File: config.mk
export PLATFORM = sky130hd
export DESIGN_NAME = fic_interleave_codec
export DESIGN_NICKNAME = d
export VERILOG_FILES = /design/src/fic_pkg.sv /design/src/fic_interleave_codec.sv /design/src/fic_conv_enc.sv
export SDC_FILE = /design/constraint.sdc
export NUM_CORES = 1
export LEC_CHECK = 0
export ABC_AREA = 0
export BUFFER_PORTS_ARGS = -buffer_cell sky130_fd_sc_hd__buf_4
export CORE_MARGIN = 4
export CORE_UTILIZATION = 50
export DETAILED_ROUTE_END_ITERATION = 8
export PLACE_DENSITY = 0.66
export SYNTH_ARGS = -nofsm -noshare
export SYNTH_HDL_FRONTEND = slang
export SYNTH_SLANG_ARGS = --single-unit
File: constraint.sdc
create_clock -name clk -period 28.8 [get_ports clk]
set_clock_uncertainty 0.15 [all_clocks]
set_input_delay 2.88 -clock clk [delete_from_list [all_inputs] [get_ports clk]]
set_output_delay 2.88 -clock clk [all_outputs]
set_load 0.1 [all_outputs]
File: src/fic_pkg.sv
// shared constants, types and helpers of the interleaving codec
package fic_pkg;

    // interleaver matrix geometry
    localparam int FIC_MAT_DIM = 4;
    localparam int FIC_MAT_BITS = FIC_MAT_DIM * FIC_MAT_DIM;

    // convolutional code: three history bits plus the current bit
    localparam int FIC_HIST_BITS = 3;
    localparam int FIC_STATES = 8;
    localparam logic [3:0] FIC_POLY_A = 4'hF;
    localparam logic [3:0] FIC_POLY_B = 4'hD;
    localparam logic [2:0] FIC_START_STATE = 3'h0;

    // decoder path memory and metrics
    localparam int FIC_TRACE_DEPTH = 16;
    localparam int FIC_METRIC_W = 6;
    localparam logic [FIC_METRIC_W-1:0] FIC_METRIC_START = 6'h00;
    localparam logic [FIC_METRIC_W-1:0] FIC_METRIC_OTHER = 6'h08;

    // termination padding
    localparam logic [1:0] FIC_PAD_ODD = 2'h1;
    localparam logic [1:0] FIC_PAD_EVEN = 2'h2;
    localparam logic [7:0] FIC_PAD_BYTE = 8'h00;

    // sequencer states
    typedef enum logic [1:0] {FIC_TX_IDLE, FIC_TX_LOAD, FIC_TX_SEND} fic_tx_state_type;
    typedef enum logic [1:0] {FIC_RX_IDLE, FIC_RX_FILL, FIC_RX_DEC, FIC_RX_FLUSH} fic_rx_state_type;

    // code pair for a window of {history, current bit}, newest bit in bit 0
    function automatic logic [1:0] fic_code_pair(input logic [3:0] win);
        return {^(win & FIC_POLY_B), ^(win & FIC_POLY_A)};
    endfunction

endpackage

File: src/fic_interleave_codec.sv
`timescale 1ns/100ps
// Function
// - code only when correction enable is one
// - data field and crc both coded
// - rate half convolutional code, constraint four
// - two coded symbols per input bit
// - interleaving used exactly when coding enabled
// - both buffers are four by four
// - transmit writes rows, reads columns
// - receive writes columns, reads columns; row order restored on the decoded bits
// - coded air length multiple of two bytes
// - at least one termination byte appended when coded, none when uncoded
// - coded packets pad one or two bytes, even total
// - padding stripped before receive output
// - interleaver blocks at least two bytes
module fic_interleave_codec
    import fic_pkg::*;
#(
    parameter int TRACE_DEPTH = FIC_TRACE_DEPTH
) (
    input wire logic clk,
    input wire logic reset_n,
    input wire logic modem_cfg_correction_enable,
    input wire logic [7:0] tx_data,
    input wire logic tx_valid,
    input wire logic tx_last,
    output logic tx_ready,
    output logic tx_sym,
    output logic tx_sym_valid,
    input wire logic tx_sym_ready,
    input wire logic rx_start,
    input wire logic [7:0] rx_len,
    input wire logic rx_sym,
    input wire logic rx_sym_valid,
    output logic rx_sym_ready,
    output logic [7:0] rx_data,
    output logic rx_data_valid,
    output logic rx_data_last
);

    localparam int FW = $clog2(TRACE_DEPTH);

    // reset release chain
    logic rst_meta_reg;
    logic rst_n;

    always_ff @(posedge clk or negedge reset_n) begin
        if (!reset_n) begin
            rst_meta_reg <= 1'b0;
            rst_n <= 1'b0;
        end else begin
            rst_meta_reg <= 1'b1;
            rst_n <= rst_meta_reg;
        end
    end

    // ---------------- transmit path ----------------
    fic_tx_state_type tx_state_reg, tx_state_next;
    logic [FIC_MAT_BITS-1:0] tx_mat_reg, tx_mat_next; // row-major matrix
    logic tx_slot_reg, tx_slot_next;                   // byte slot in block
    logic tx_coded_reg, tx_coded_next;                 // coding latched per packet
    logic tx_seen_reg, tx_seen_next;                   // last data byte taken
    logic [1:0] tx_pad_reg, tx_pad_next;               // pad bytes still owed
    logic [3:0] tx_pos_reg, tx_pos_next;               // read position
    logic tx_ph_reg, tx_ph_next;                       // symbol phase of bit
    logic tx_done_reg, tx_done_next;                   // last symbol presented
    logic tx_ready_reg, tx_ready_next;
    logic tx_sym_reg, tx_sym_next;
    logic tx_sym_valid_reg, tx_sym_valid_next;
    logic [7:0] tx_byte;
    logic tx_take_in;
    logic tx_take_pad;
    logic tx_bit;
    logic enc_clear;
    logic enc_adv;
    logic [1:0] enc_pair;

    // column-major read when coded, plain order otherwise
    assign tx_bit = tx_coded_reg ? tx_mat_reg[{tx_pos_reg[1:0], tx_pos_reg[3:2]}]
                                 : tx_mat_reg[tx_pos_reg];

    // encoder shared by every coded bit of the packet
    fic_conv_enc u_enc (
        .clk(clk),
        .rst_n(rst_n),
        .clear(enc_clear),
        .advance(enc_adv),
        .data_bit(tx_bit),
        .code_pair(enc_pair)
    );

    // transmit sequencer next state
    always_comb begin
        tx_state_next = tx_state_reg;
        tx_mat_next = tx_mat_reg;
        tx_slot_next = tx_slot_reg;
        tx_coded_next = tx_coded_reg;
        tx_seen_next = tx_seen_reg;
        tx_pad_next = tx_pad_reg;
        tx_pos_next = tx_pos_reg;
        tx_ph_next = tx_ph_reg;
        tx_done_next = tx_done_reg;
        tx_ready_next = tx_ready_reg;
        tx_sym_next = tx_sym_reg;
        tx_sym_valid_next = tx_sym_valid_reg;
        enc_clear = 1'b0;
        enc_adv = 1'b0;
        tx_take_in = !tx_seen_reg && tx_valid && tx_ready_reg;
        tx_take_pad = tx_seen_reg && (tx_pad_reg != 2'h0);
        tx_byte = tx_take_pad ? FIC_PAD_BYTE : tx_data;
        case (tx_state_reg)
            FIC_TX_IDLE: begin
                // fresh trellis and fill position for each packet
                enc_clear = 1'b1;
                tx_coded_next = modem_cfg_correction_enable;
                tx_slot_next = 1'b0;
                tx_seen_next = 1'b0;
                tx_pad_next = 2'h0;
                tx_done_next = 1'b0;
                if (tx_valid) begin
                    tx_state_next = FIC_TX_LOAD;
                    tx_ready_next = 1'b1;
                end
            end
            FIC_TX_LOAD: begin
                // every byte incl. crc goes through the matrix rows
                if (tx_take_in || tx_take_pad) begin
                    for (int i = 0; i < 8; i++) begin
                        tx_mat_next[{tx_slot_reg, 3'(i)}] = tx_byte[7 - i];
                    end
                    if (tx_take_in && tx_last) begin
                        tx_seen_next = 1'b1;
                        // odd count gets one byte, even count two
                        if (tx_coded_reg) begin
                            tx_pad_next = tx_slot_reg ? FIC_PAD_EVEN : FIC_PAD_ODD;
                        end
                    end
                    if (tx_take_pad) begin
                        tx_pad_next = tx_pad_reg - 2'h1;
                    end
                    // coded blocks always hold two bytes
                    if (!tx_coded_reg || tx_slot_reg) begin
                        tx_state_next = FIC_TX_SEND;
                        tx_ready_next = 1'b0;
                        tx_pos_next = 4'h0;
                        tx_ph_next = 1'b0;
                        tx_slot_next = 1'b0;
                    end else begin
                        tx_slot_next = 1'b1;
                        tx_ready_next = !(tx_take_in && tx_last) && !tx_seen_reg;
                    end
                end
            end
            FIC_TX_SEND: begin
                if (!tx_sym_valid_reg || tx_sym_ready) begin
                    if (tx_done_reg) begin
                        // block gone: next block, or packet finished
                        tx_sym_valid_next = 1'b0;
                        tx_done_next = 1'b0;
                        if (tx_seen_reg && tx_pad_reg == 2'h0) begin
                            tx_state_next = FIC_TX_IDLE;
                        end else begin
                            tx_state_next = FIC_TX_LOAD;
                            tx_ready_next = !tx_seen_reg;
                        end
                    end else if (tx_coded_reg) begin
                        // two symbols per bit, history shifts after the second
                        tx_sym_valid_next = 1'b1;
                        tx_sym_next = tx_ph_reg ? enc_pair[1] : enc_pair[0];
                        enc_adv = tx_ph_reg;
                        tx_ph_next = !tx_ph_reg;
                        tx_pos_next = tx_ph_reg ? tx_pos_reg + 4'h1 : tx_pos_reg;
                        tx_done_next = tx_ph_reg && (tx_pos_reg == 4'hF);
                    end else begin
                        // uncoded byte passes straight, msb first
                        tx_sym_valid_next = 1'b1;
                        tx_sym_next = tx_bit;
                        tx_pos_next = tx_pos_reg + 4'h1;
                        tx_done_next = (tx_pos_reg == 4'h7);
                    end
                end
            end
            default: tx_state_next = FIC_TX_IDLE;
        endcase
    end

    // transmit registers
    always_ff @(posedge clk or negedge rst_n) begin
        if (!rst_n) begin
            tx_state_reg <= FIC_TX_IDLE;
            tx_mat_reg <= '0;
            tx_slot_reg <= 1'b0;
            tx_coded_reg <= 1'b0;
            tx_seen_reg <= 1'b0;
            tx_pad_reg <= 2'h0;
            tx_pos_reg <= 4'h0;
            tx_ph_reg <= 1'b0;
            tx_done_reg <= 1'b0;
            tx_ready_reg <= 1'b0;
            tx_sym_reg <= 1'b0;
            tx_sym_valid_reg <= 1'b0;
        end else begin
            tx_state_reg <= tx_state_next;
            tx_mat_reg <= tx_mat_next;
            tx_slot_reg <= tx_slot_next;
            tx_coded_reg <= tx_coded_next;
            tx_seen_reg <= tx_seen_next;
            tx_pad_reg <= tx_pad_next;
            tx_pos_reg <= tx_pos_next;
            tx_ph_reg <= tx_ph_next;
            tx_done_reg <= tx_done_next;
            tx_ready_reg <= tx_ready_next;
            tx_sym_reg <= tx_sym_next;
            tx_sym_valid_reg <= tx_sym_valid_next;
        end
    end

    assign tx_ready = tx_ready_reg;
    assign tx_sym = tx_sym_reg;
    assign tx_sym_valid = tx_sym_valid_reg;

    // ---------------- receive path ----------------
    fic_rx_state_type rx_state_reg, rx_state_next;
    logic [1:0] rx_mat_reg [FIC_MAT_BITS];             // symbol pairs
    logic [1:0] rx_mat_next [FIC_MAT_BITS];
    logic rx_coded_reg, rx_coded_next;
    logic [7:0] rx_len_reg, rx_len_next;               // bytes to deliver
    logic [11:0] rx_total_reg, rx_total_next;          // decoded bits incl. pad
    logic [4:0] rx_wpos_reg, rx_wpos_next;             // symbol fill position
    logic [3:0] rx_rpos_reg, rx_rpos_next;             // pair read position
    logic [11:0] rx_steps_reg, rx_steps_next;          // trellis steps done
    logic [11:0] rx_out_reg, rx_out_next;              // bits delivered
    logic [FW-1:0] rx_flush_reg, rx_flush_next;        // flush bit index
    logic [15:0] rx_byte_reg, rx_byte_next; // decoded block, packet order
    logic [3:0] rx_bpos; // buffer slot of the bit now leaving the trellis
    logic rx_bsel; // which byte of the block a completed byte is
    logic rx_bdone; // a whole byte now stands in the buffer
    logic [FIC_METRIC_W-1:0] met_reg [FIC_STATES];     // path metrics
    logic [FIC_METRIC_W-1:0] met_next [FIC_STATES];
    logic [TRACE_DEPTH-1:0] path_reg [FIC_STATES];     // survivor bits
    logic [TRACE_DEPTH-1:0] path_next [FIC_STATES];
    logic rx_sym_ready_reg, rx_sym_ready_next;
    logic [7:0] rx_data_reg, rx_data_next;
    logic rx_data_valid_reg, rx_data_valid_next;
    logic rx_data_last_reg, rx_data_last_next;
    logic [FIC_METRIC_W-1:0] acs_met [FIC_STATES];
    logic [TRACE_DEPTH-1:0] acs_path [FIC_STATES];
    logic [FIC_METRIC_W-1:0] cand0;
    logic [FIC_METRIC_W-1:0] cand1;
    logic [2:0] best_state;
    logic [1:0] dec_pair;
    logic emit_en;
    logic emit_bit;

    // wrap-safe metric compare: a not worse than b
    function automatic logic fic_le(input logic [FIC_METRIC_W-1:0] a, input logic [FIC_METRIC_W-1:0] b);
        logic [FIC_METRIC_W-1:0] d;
        d = a - b;
        return d[FIC_METRIC_W-1] || (d == '0);
    endfunction

    // hamming distance of two symbol pairs
    function automatic logic [FIC_METRIC_W-1:0] fic_dist(input logic [1:0] a, input logic [1:0] b);
        logic [1:0] x;
        x = a ^ b;
        return FIC_METRIC_W'({1'b0, x[1]} + {1'b0, x[0]});
    endfunction

    // the code runs in air order, so the trellis takes the pairs back in arrival order;
    // the row order is restored on the decoded bits below
    assign dec_pair = rx_mat_reg[{rx_rpos_reg[1:0], rx_rpos_reg[3:2]}];

    // add-compare-select over all eight states, and best state search
    always_comb begin
        cand0 = '0;
        cand1 = '0;
        for (int s = 0; s < FIC_STATES; s++) begin
            cand0 = met_reg[{1'b0, 2'(s >> 1)}] + fic_dist(dec_pair, fic_code_pair({1'b0, 2'(s >> 1), s[0]}));
            cand1 = met_reg[{1'b1, 2'(s >> 1)}] + fic_dist(dec_pair, fic_code_pair({1'b1, 2'(s >> 1), s[0]}));
            if (fic_le(cand0, cand1)) begin
                acs_met[s] = cand0;
                acs_path[s] = {path_reg[{1'b0, 2'(s >> 1)}][TRACE_DEPTH-2:0], s[0]};
            end else begin
                acs_met[s] = cand1;
                acs_path[s] = {path_reg[{1'b1, 2'(s >> 1)}][TRACE_DEPTH-2:0], s[0]};
            end
        end
        best_state = 3'h0;
        for (int s = 1; s < FIC_STATES; s++) begin
            if (!fic_le(met_reg[best_state], met_reg[s])) begin
                best_state = 3'(s);
            end
        end
    end

    // receive sequencer next state
    always_comb begin
        rx_state_next = rx_state_reg;
        rx_mat_next = rx_mat_reg;
        rx_coded_next = rx_coded_reg;
        rx_len_next = rx_len_reg;
        rx_total_next = rx_total_reg;
        rx_wpos_next = rx_wpos_reg;
        rx_rpos_next = rx_rpos_reg;
        rx_steps_next = rx_steps_reg;
        rx_out_next = rx_out_reg;
        rx_flush_next = rx_flush_reg;
        rx_byte_next = rx_byte_reg;
        met_next = met_reg;
        path_next = path_reg;
        rx_sym_ready_next = rx_sym_ready_reg;
        rx_data_next = rx_data_reg;
        rx_data_valid_next = 1'b0;
        rx_data_last_next = rx_data_last_reg;
        emit_en = 1'b0;
        emit_bit = 1'b0;
        case (rx_state_reg)
            FIC_RX_IDLE: begin
                rx_sym_ready_next = 1'b0;
                if (rx_start) begin
                    // new packet: trellis at start state, fill position zero
                    rx_coded_next = modem_cfg_correction_enable;
                    rx_len_next = rx_len;
                    rx_total_next = 12'(({4'h0, rx_len} + {10'h0, rx_len[0] ? FIC_PAD_ODD : FIC_PAD_EVEN}) << 3);
                    rx_wpos_next = 5'h00;
                    rx_rpos_next = 4'h0;
                    rx_steps_next = 12'h000;
                    rx_out_next = 12'h000;
                    for (int s = 0; s < FIC_STATES; s++) begin
                        met_next[s] = (s == 0) ? FIC_METRIC_START : FIC_METRIC_OTHER;
                        path_next[s] = '0;
                    end
                    rx_data_last_next = 1'b0;
                    rx_sym_ready_next = 1'b1;
                    rx_state_next = FIC_RX_FILL;
                end
            end
            FIC_RX_FILL: begin
                if (rx_sym_valid && rx_sym_ready_reg) begin
                    if (rx_coded_reg) begin
                        // pair k lands in row k mod 4, column k div 4
                        rx_mat_next[{rx_wpos_reg[2:1], rx_wpos_reg[4:3]}][rx_wpos_reg[0]] = rx_sym;
                        rx_wpos_next = rx_wpos_reg + 5'h01;
                        if (rx_wpos_reg == 5'h1F) begin
                            rx_sym_ready_next = 1'b0;
                            rx_rpos_next = 4'h0;
                            rx_state_next = FIC_RX_DEC;
                        end
                    end else begin
                        emit_en = 1'b1;
                        emit_bit = rx_sym;
                    end
                end
            end
            FIC_RX_DEC: begin
                // one trellis step per pair; oldest survivor bit leaves
                met_next = acs_met;
                path_next = acs_path;
                if (rx_steps_reg >= 12'(TRACE_DEPTH)) begin
                    emit_en = 1'b1;
                    emit_bit = path_reg[best_state][TRACE_DEPTH-1];
                end
                rx_steps_next = rx_steps_reg + 12'h001;
                rx_rpos_next = rx_rpos_reg + 4'h1;
                if (rx_rpos_reg == 4'hF) begin
                    if (rx_steps_next == rx_total_reg) begin
                        rx_flush_next = FW'(TRACE_DEPTH - 1);
                        rx_state_next = FIC_RX_FLUSH;
                    end else begin
                        rx_wpos_next = 5'h00;
                        rx_sym_ready_next = 1'b1;
                        rx_state_next = FIC_RX_FILL;
                    end
                end
            end
            FIC_RX_FLUSH: begin
                // termination reached: drain the best survivor
                emit_en = 1'b1;
                emit_bit = path_reg[best_state][rx_flush_reg];
                rx_flush_next = rx_flush_reg - FW'(1);
            end
            default: rx_state_next = FIC_RX_IDLE;
        endcase
        // coded bits leave in column order: put them back into rows, bytes read row by row
        rx_bpos = rx_coded_reg ? {rx_out_reg[1:0], rx_out_reg[3:2]} : rx_out_reg[3:0];
        rx_bsel = rx_coded_reg ? rx_out_reg[1] : rx_out_reg[3];
        rx_bdone = rx_coded_reg ? (rx_out_reg[3:2] == 2'h3 && rx_out_reg[0]) : (rx_out_reg[2:0] == 3'h7);
        // deliver bytes only up to the packet length; pad never leaves
        if (emit_en) begin
            rx_byte_next[rx_bpos] = emit_bit;
            rx_out_next = rx_out_reg + 12'h001;
            if (rx_bdone) begin
                for (int i = 0; i < 8; i++) begin
                    rx_data_next[7 - i] = rx_byte_next[{rx_bsel, 3'(i)}];
                end
                rx_data_valid_next = 1'b1;
                rx_data_last_next = ({rx_out_reg[11:4], rx_bsel} == ({1'b0, rx_len_reg} - 9'h001));
                if (rx_data_last_next) begin
                    rx_sym_ready_next = 1'b0;
                    rx_state_next = FIC_RX_IDLE;
                end
            end
        end
    end

    // receive registers
    always_ff @(posedge clk or negedge rst_n) begin
        if (!rst_n) begin
            rx_state_reg <= FIC_RX_IDLE;
            for (int i = 0; i < FIC_MAT_BITS; i++) begin
                rx_mat_reg[i] <= 2'h0;
            end
            for (int s = 0; s < FIC_STATES; s++) begin
                met_reg[s] <= FIC_METRIC_START;
                path_reg[s] <= '0;
            end
            rx_coded_reg <= 1'b0;
            rx_len_reg <= 8'h00;
            rx_total_reg <= 12'h000;
            rx_wpos_reg <= 5'h00;
            rx_rpos_reg <= 4'h0;
            rx_steps_reg <= 12'h000;
            rx_out_reg <= 12'h000;
            rx_flush_reg <= '0;
            rx_byte_reg <= 16'h0000;
            rx_sym_ready_reg <= 1'b0;
            rx_data_reg <= 8'h00;
            rx_data_valid_reg <= 1'b0;
            rx_data_last_reg <= 1'b0;
        end else begin
            rx_state_reg <= rx_state_next;
            rx_mat_reg <= rx_mat_next;
            met_reg <= met_next;
            path_reg <= path_next;
            rx_coded_reg <= rx_coded_next;
            rx_len_reg <= rx_len_next;
            rx_total_reg <= rx_total_next;
            rx_wpos_reg <= rx_wpos_next;
            rx_rpos_reg <= rx_rpos_next;
            rx_steps_reg <= rx_steps_next;
            rx_out_reg <= rx_out_next;
            rx_flush_reg <= rx_flush_next;
            rx_byte_reg <= rx_byte_next;
            rx_sym_ready_reg <= rx_sym_ready_next;
            rx_data_reg <= rx_data_next;
            rx_data_valid_reg <= rx_data_valid_next;
            rx_data_last_reg <= rx_data_last_next;
        end
    end

    assign rx_sym_ready = rx_sym_ready_reg;
    assign rx_data = rx_data_reg;
    assign rx_data_valid = rx_data_valid_reg;
    assign rx_data_last = rx_data_last_reg;

endmodule

File: src/fic_conv_enc.sv
`timescale 1ns/100ps
// convolutional encoder history register
module fic_conv_enc
    import fic_pkg::*;
(
    input wire logic clk,
    input wire logic rst_n,
    input wire logic clear,
    input wire logic advance,
    input wire logic data_bit,
    output logic [1:0] code_pair
);

    logic [FIC_HIST_BITS-1:0] hist_reg; // last three coded input bits
    logic [FIC_HIST_BITS-1:0] hist_next;

    // next history: cleared per packet, shifted once per coded bit
    always_comb begin
        hist_next = hist_reg;
        if (clear) begin
            hist_next = FIC_START_STATE;
        end else if (advance) begin
            hist_next = {hist_reg[1:0], data_bit};
        end
    end

    // history register
    always_ff @(posedge clk or negedge rst_n) begin
        if (!rst_n) begin
            hist_reg <= FIC_START_STATE;
        end else begin
            hist_reg <= hist_next;
        end
    end

    // two output bits from the current bit and the history
    assign code_pair = fic_code_pair({hist_reg, data_bit});

endmodule

==> qor.yml <==
io_buffers: 38
status: "complete, no violations"
fmax_mhz: 43.1
synthToLayoutAreaGrowth_pct: 8.25
hold_viol_final: 0
synth_cell_types: 90
period_needed_ps: 23180
cp.arrival_ps: 23540
layout_common_cells: "306 x dfrtp_1, 276 x o21ai_0, 246 x nand2_1"
nNetsFinal: 2775
clk_path_buf_depth: 3
reg2reg_from: "met_reg[37]$_DFFE_PN0P_"
core_area_um2: 45700
grt_max_degree: 175
post_dp_cell_area_um2: 23800
reg2reg_depth: 83
routed_via_density: 6.17
fp-row-count: 78
track_usage_pct: 25.7
cts_tree: "built"
drv_slew: 0
min_path_type: "reg -> async"
ctsResizeCount: 0
grt_overflow: 0
slew_headroom_pct: 22.0
cp_max_fo: 22
timing.rr.end: "rx_byte_reg[4]$_DFFE_PN0P_"
die_area_um2: 49900
crit_path_end_kind: "register"
setup_viol: 0
cts_buffers: 37
synth_area_um2: 23200
cts.root.buffer_cell: "clkbuf_16"
synth_area_per_cell_um2: 8.65
fp.dieH_um: 223
p_leak_nw: 10.8
cp_common_cell: "a21oi_1"
diodes: 0
rsz0062_at_grt: "false"
path_clk_slew_ps: 60
tns_ps: 0
drtPass1Iterations: 8
dp.final_hpwl_mm: 46.0
synth_edf_count: 0
netlist_instances: 2685
largest_reg_flops: 107
yosysTopAreaCell: "dfrtp_1"
fp.dieW_um: 223
tightest_slew_ps: 1170
final_layout_size_suffix_gt1_share_pct: 9.00
dp.cells: 3167
ctsHoldBuffers: 0
fin_area_um2: 25100
initial_utilization_pct: 50.8
path_class: "reg -> reg"
drv_cap: 0
routabilityCongestion: 0.955
grt_pass1_vias: 19469
cts_sinks: 307
crit_required_ps: 29160
synth.top_cell.area_share_pct: 33.1
synth-seq-cells: 307
yosys_warnings: 0
clk-insertion-delay-late_ps: 570
synth_top_flop_cell: "dfrtp_1"
drt-wirelength-per-cell_um: 20.1
ys_async_sr_fraction_pct: 100
critPathLaunchType: "register"
r2r_setup_slack_ps: 5620
ir_drop_uv: 108
ys_seq_area_share_pct: 33.1
drt_iter0_drc: 1712
cts_setup_buffers: 0
antenna_found_initial: 0
boundaryPins: 39
cp_slowest_cell: "a311oi_4"
vias: 19941
drcViolationCount: 0
synth_area_leaders: "dfrtp_1 33%, mux2i_1 6.7%, ha_1 6.1%"
grt_pass1_wl_mm: 106
fin_cells: 3234
fillers: 4159
cts.htree.levels: 2
synth_nets: 2854
post-route-period-util_pct: 80.5
power_density_nw_per_um2: 71.5
routed_wirelength_mm: 65.1
final_common_cell: "dfrtp_1"
postRouteAntennaNets: 0
slowest_delay_ps: 800
[cell families (layout without fill, tap and decap cells)]
| kind of cell | after synthesis | after routing | synth area share, % |
|---|---|---|---|
| and+or+nand+nor | 891 | 891 | 18.1 |
| AOI/OAI and AO/OA | 660 | 660 | 17.6 |
| DFF | 307 | 307 | 33.1 |
| buffers and inverters | 291 | 240 | 4.99 |
| muxes | 233 | 233 | 11.4 |
| xor gates and xnor gates | 158 | 158 | 5.96 |
| adders and majority gates | 144 | 144 | 8.76 |
| other | 1 | 1 | 0.0162 |
[worst max-delay path, delay by kind of cell (launching register included)]
family	cells	cell delay [ps]
buffers and inverters	3	490
XOR/XNOR	3	460
flip-flops	1	550
AO/OA/AOI/OAI	37	11240
adder cells (fa/ha/maj)	8	2590
multiplexers	6	2010
AND/OR/NAND/NOR	26	5610
[metrics by stage]
stage               total power [mW]  setup slack [ps]  hold WS [ps]  utilization, %
detailed placement              1.28              6280          66.8            52.1
finish                          1.80              5620          53.0            55.0
CTS                             1.80              6220          66.4            55.0
global placement                1.26              6930          57.0            52.1
floorplan                       1.07              9690           181               -
global route                    1.90              4080          69.7            55.0
[worst max-delay path by stage]
stage                                  startpoint                           to  slack, ps
after floorplan           met_reg[42]$_DFFE_PN0P_  rx_byte_reg[12]$_DFFE_PN0P_       9690
after global placement    met_reg[37]$_DFFE_PN0P_   rx_byte_reg[8]$_DFFE_PN0P_       6930
after detailed placement  met_reg[37]$_DFFE_PN0P_   rx_byte_reg[4]$_DFFE_PN0P_       6280
after CTS                 met_reg[37]$_DFFE_PN0P_  rx_byte_reg[12]$_DFFE_PN0P_       6220
after global routing      met_reg[37]$_DFFE_PN0P_   rx_byte_reg[8]$_DFFE_PN0P_       4080
final                     met_reg[37]$_DFFE_PN0P_   rx_byte_reg[4]$_DFFE_PN0P_       5620
[power breakdown]
group	leakage, nW	internal [mW]	switching, mW
registers	4.11	0.467	0.0457
logic	6.02	0.292	0.477
clock network	0.656	0.316	0.198
[cells in the mapped netlist, types with 6 or more instances]
master,instances
xnor2_1,110
mux4_2,20
dfrtp_1,307
a22o_1,15
nand2b_1,31
a31oi_1,30
a31o_2,6
nor2_1,194
a22oi_1,13
o21a_1,13
nor2b_1,31
a21o_1,41
fa_1,31
inv_1,116
or2_2,8
a221oi_1,10
and2_1,22
a211oi_1,12
or3_1,17
mux2_2,56
nand4_1,19
o21ai_0,276
nor3b_1,7
buf_1,10
mux2i_1,156
clkbuf_1,141
o22ai_1,9
a21oi_1,123
nor4_1,12
a221o_1,6
xor2_1,48
a32o_1,7
nor3_1,47
ha_1,113
nand2_1,248
o31ai_1,24
nand3_1,202
and3_1,32
buf_2,12
o21ai_1,6
a21boi_0,7
[final cells by class]
type | instances | area (um2) | share of cell area (%)
flip-flops and latches | 307 | 7690 | 30.6
multi-input cells | 2087 | 14500 | 57.7
inverters | 119 | 447 | 1.78
clock buffers | 46 | 1020 | 4.06
well taps | 600 | 751 | 2.99
repair buffers | 54 | 418 | 1.66
clock inverters | 21 | 312 | 1.24
[layer usage]
metal	up-vias	global-route usage [%]	share of wire, %
met2	659	39.9	44
li1	9400	-	-
met4	0	7.62	2.6
met1	9762	37.5	47
met5	-	0	0
met3	120	3.68	6.2
Power figures use the tool's default switching activity.
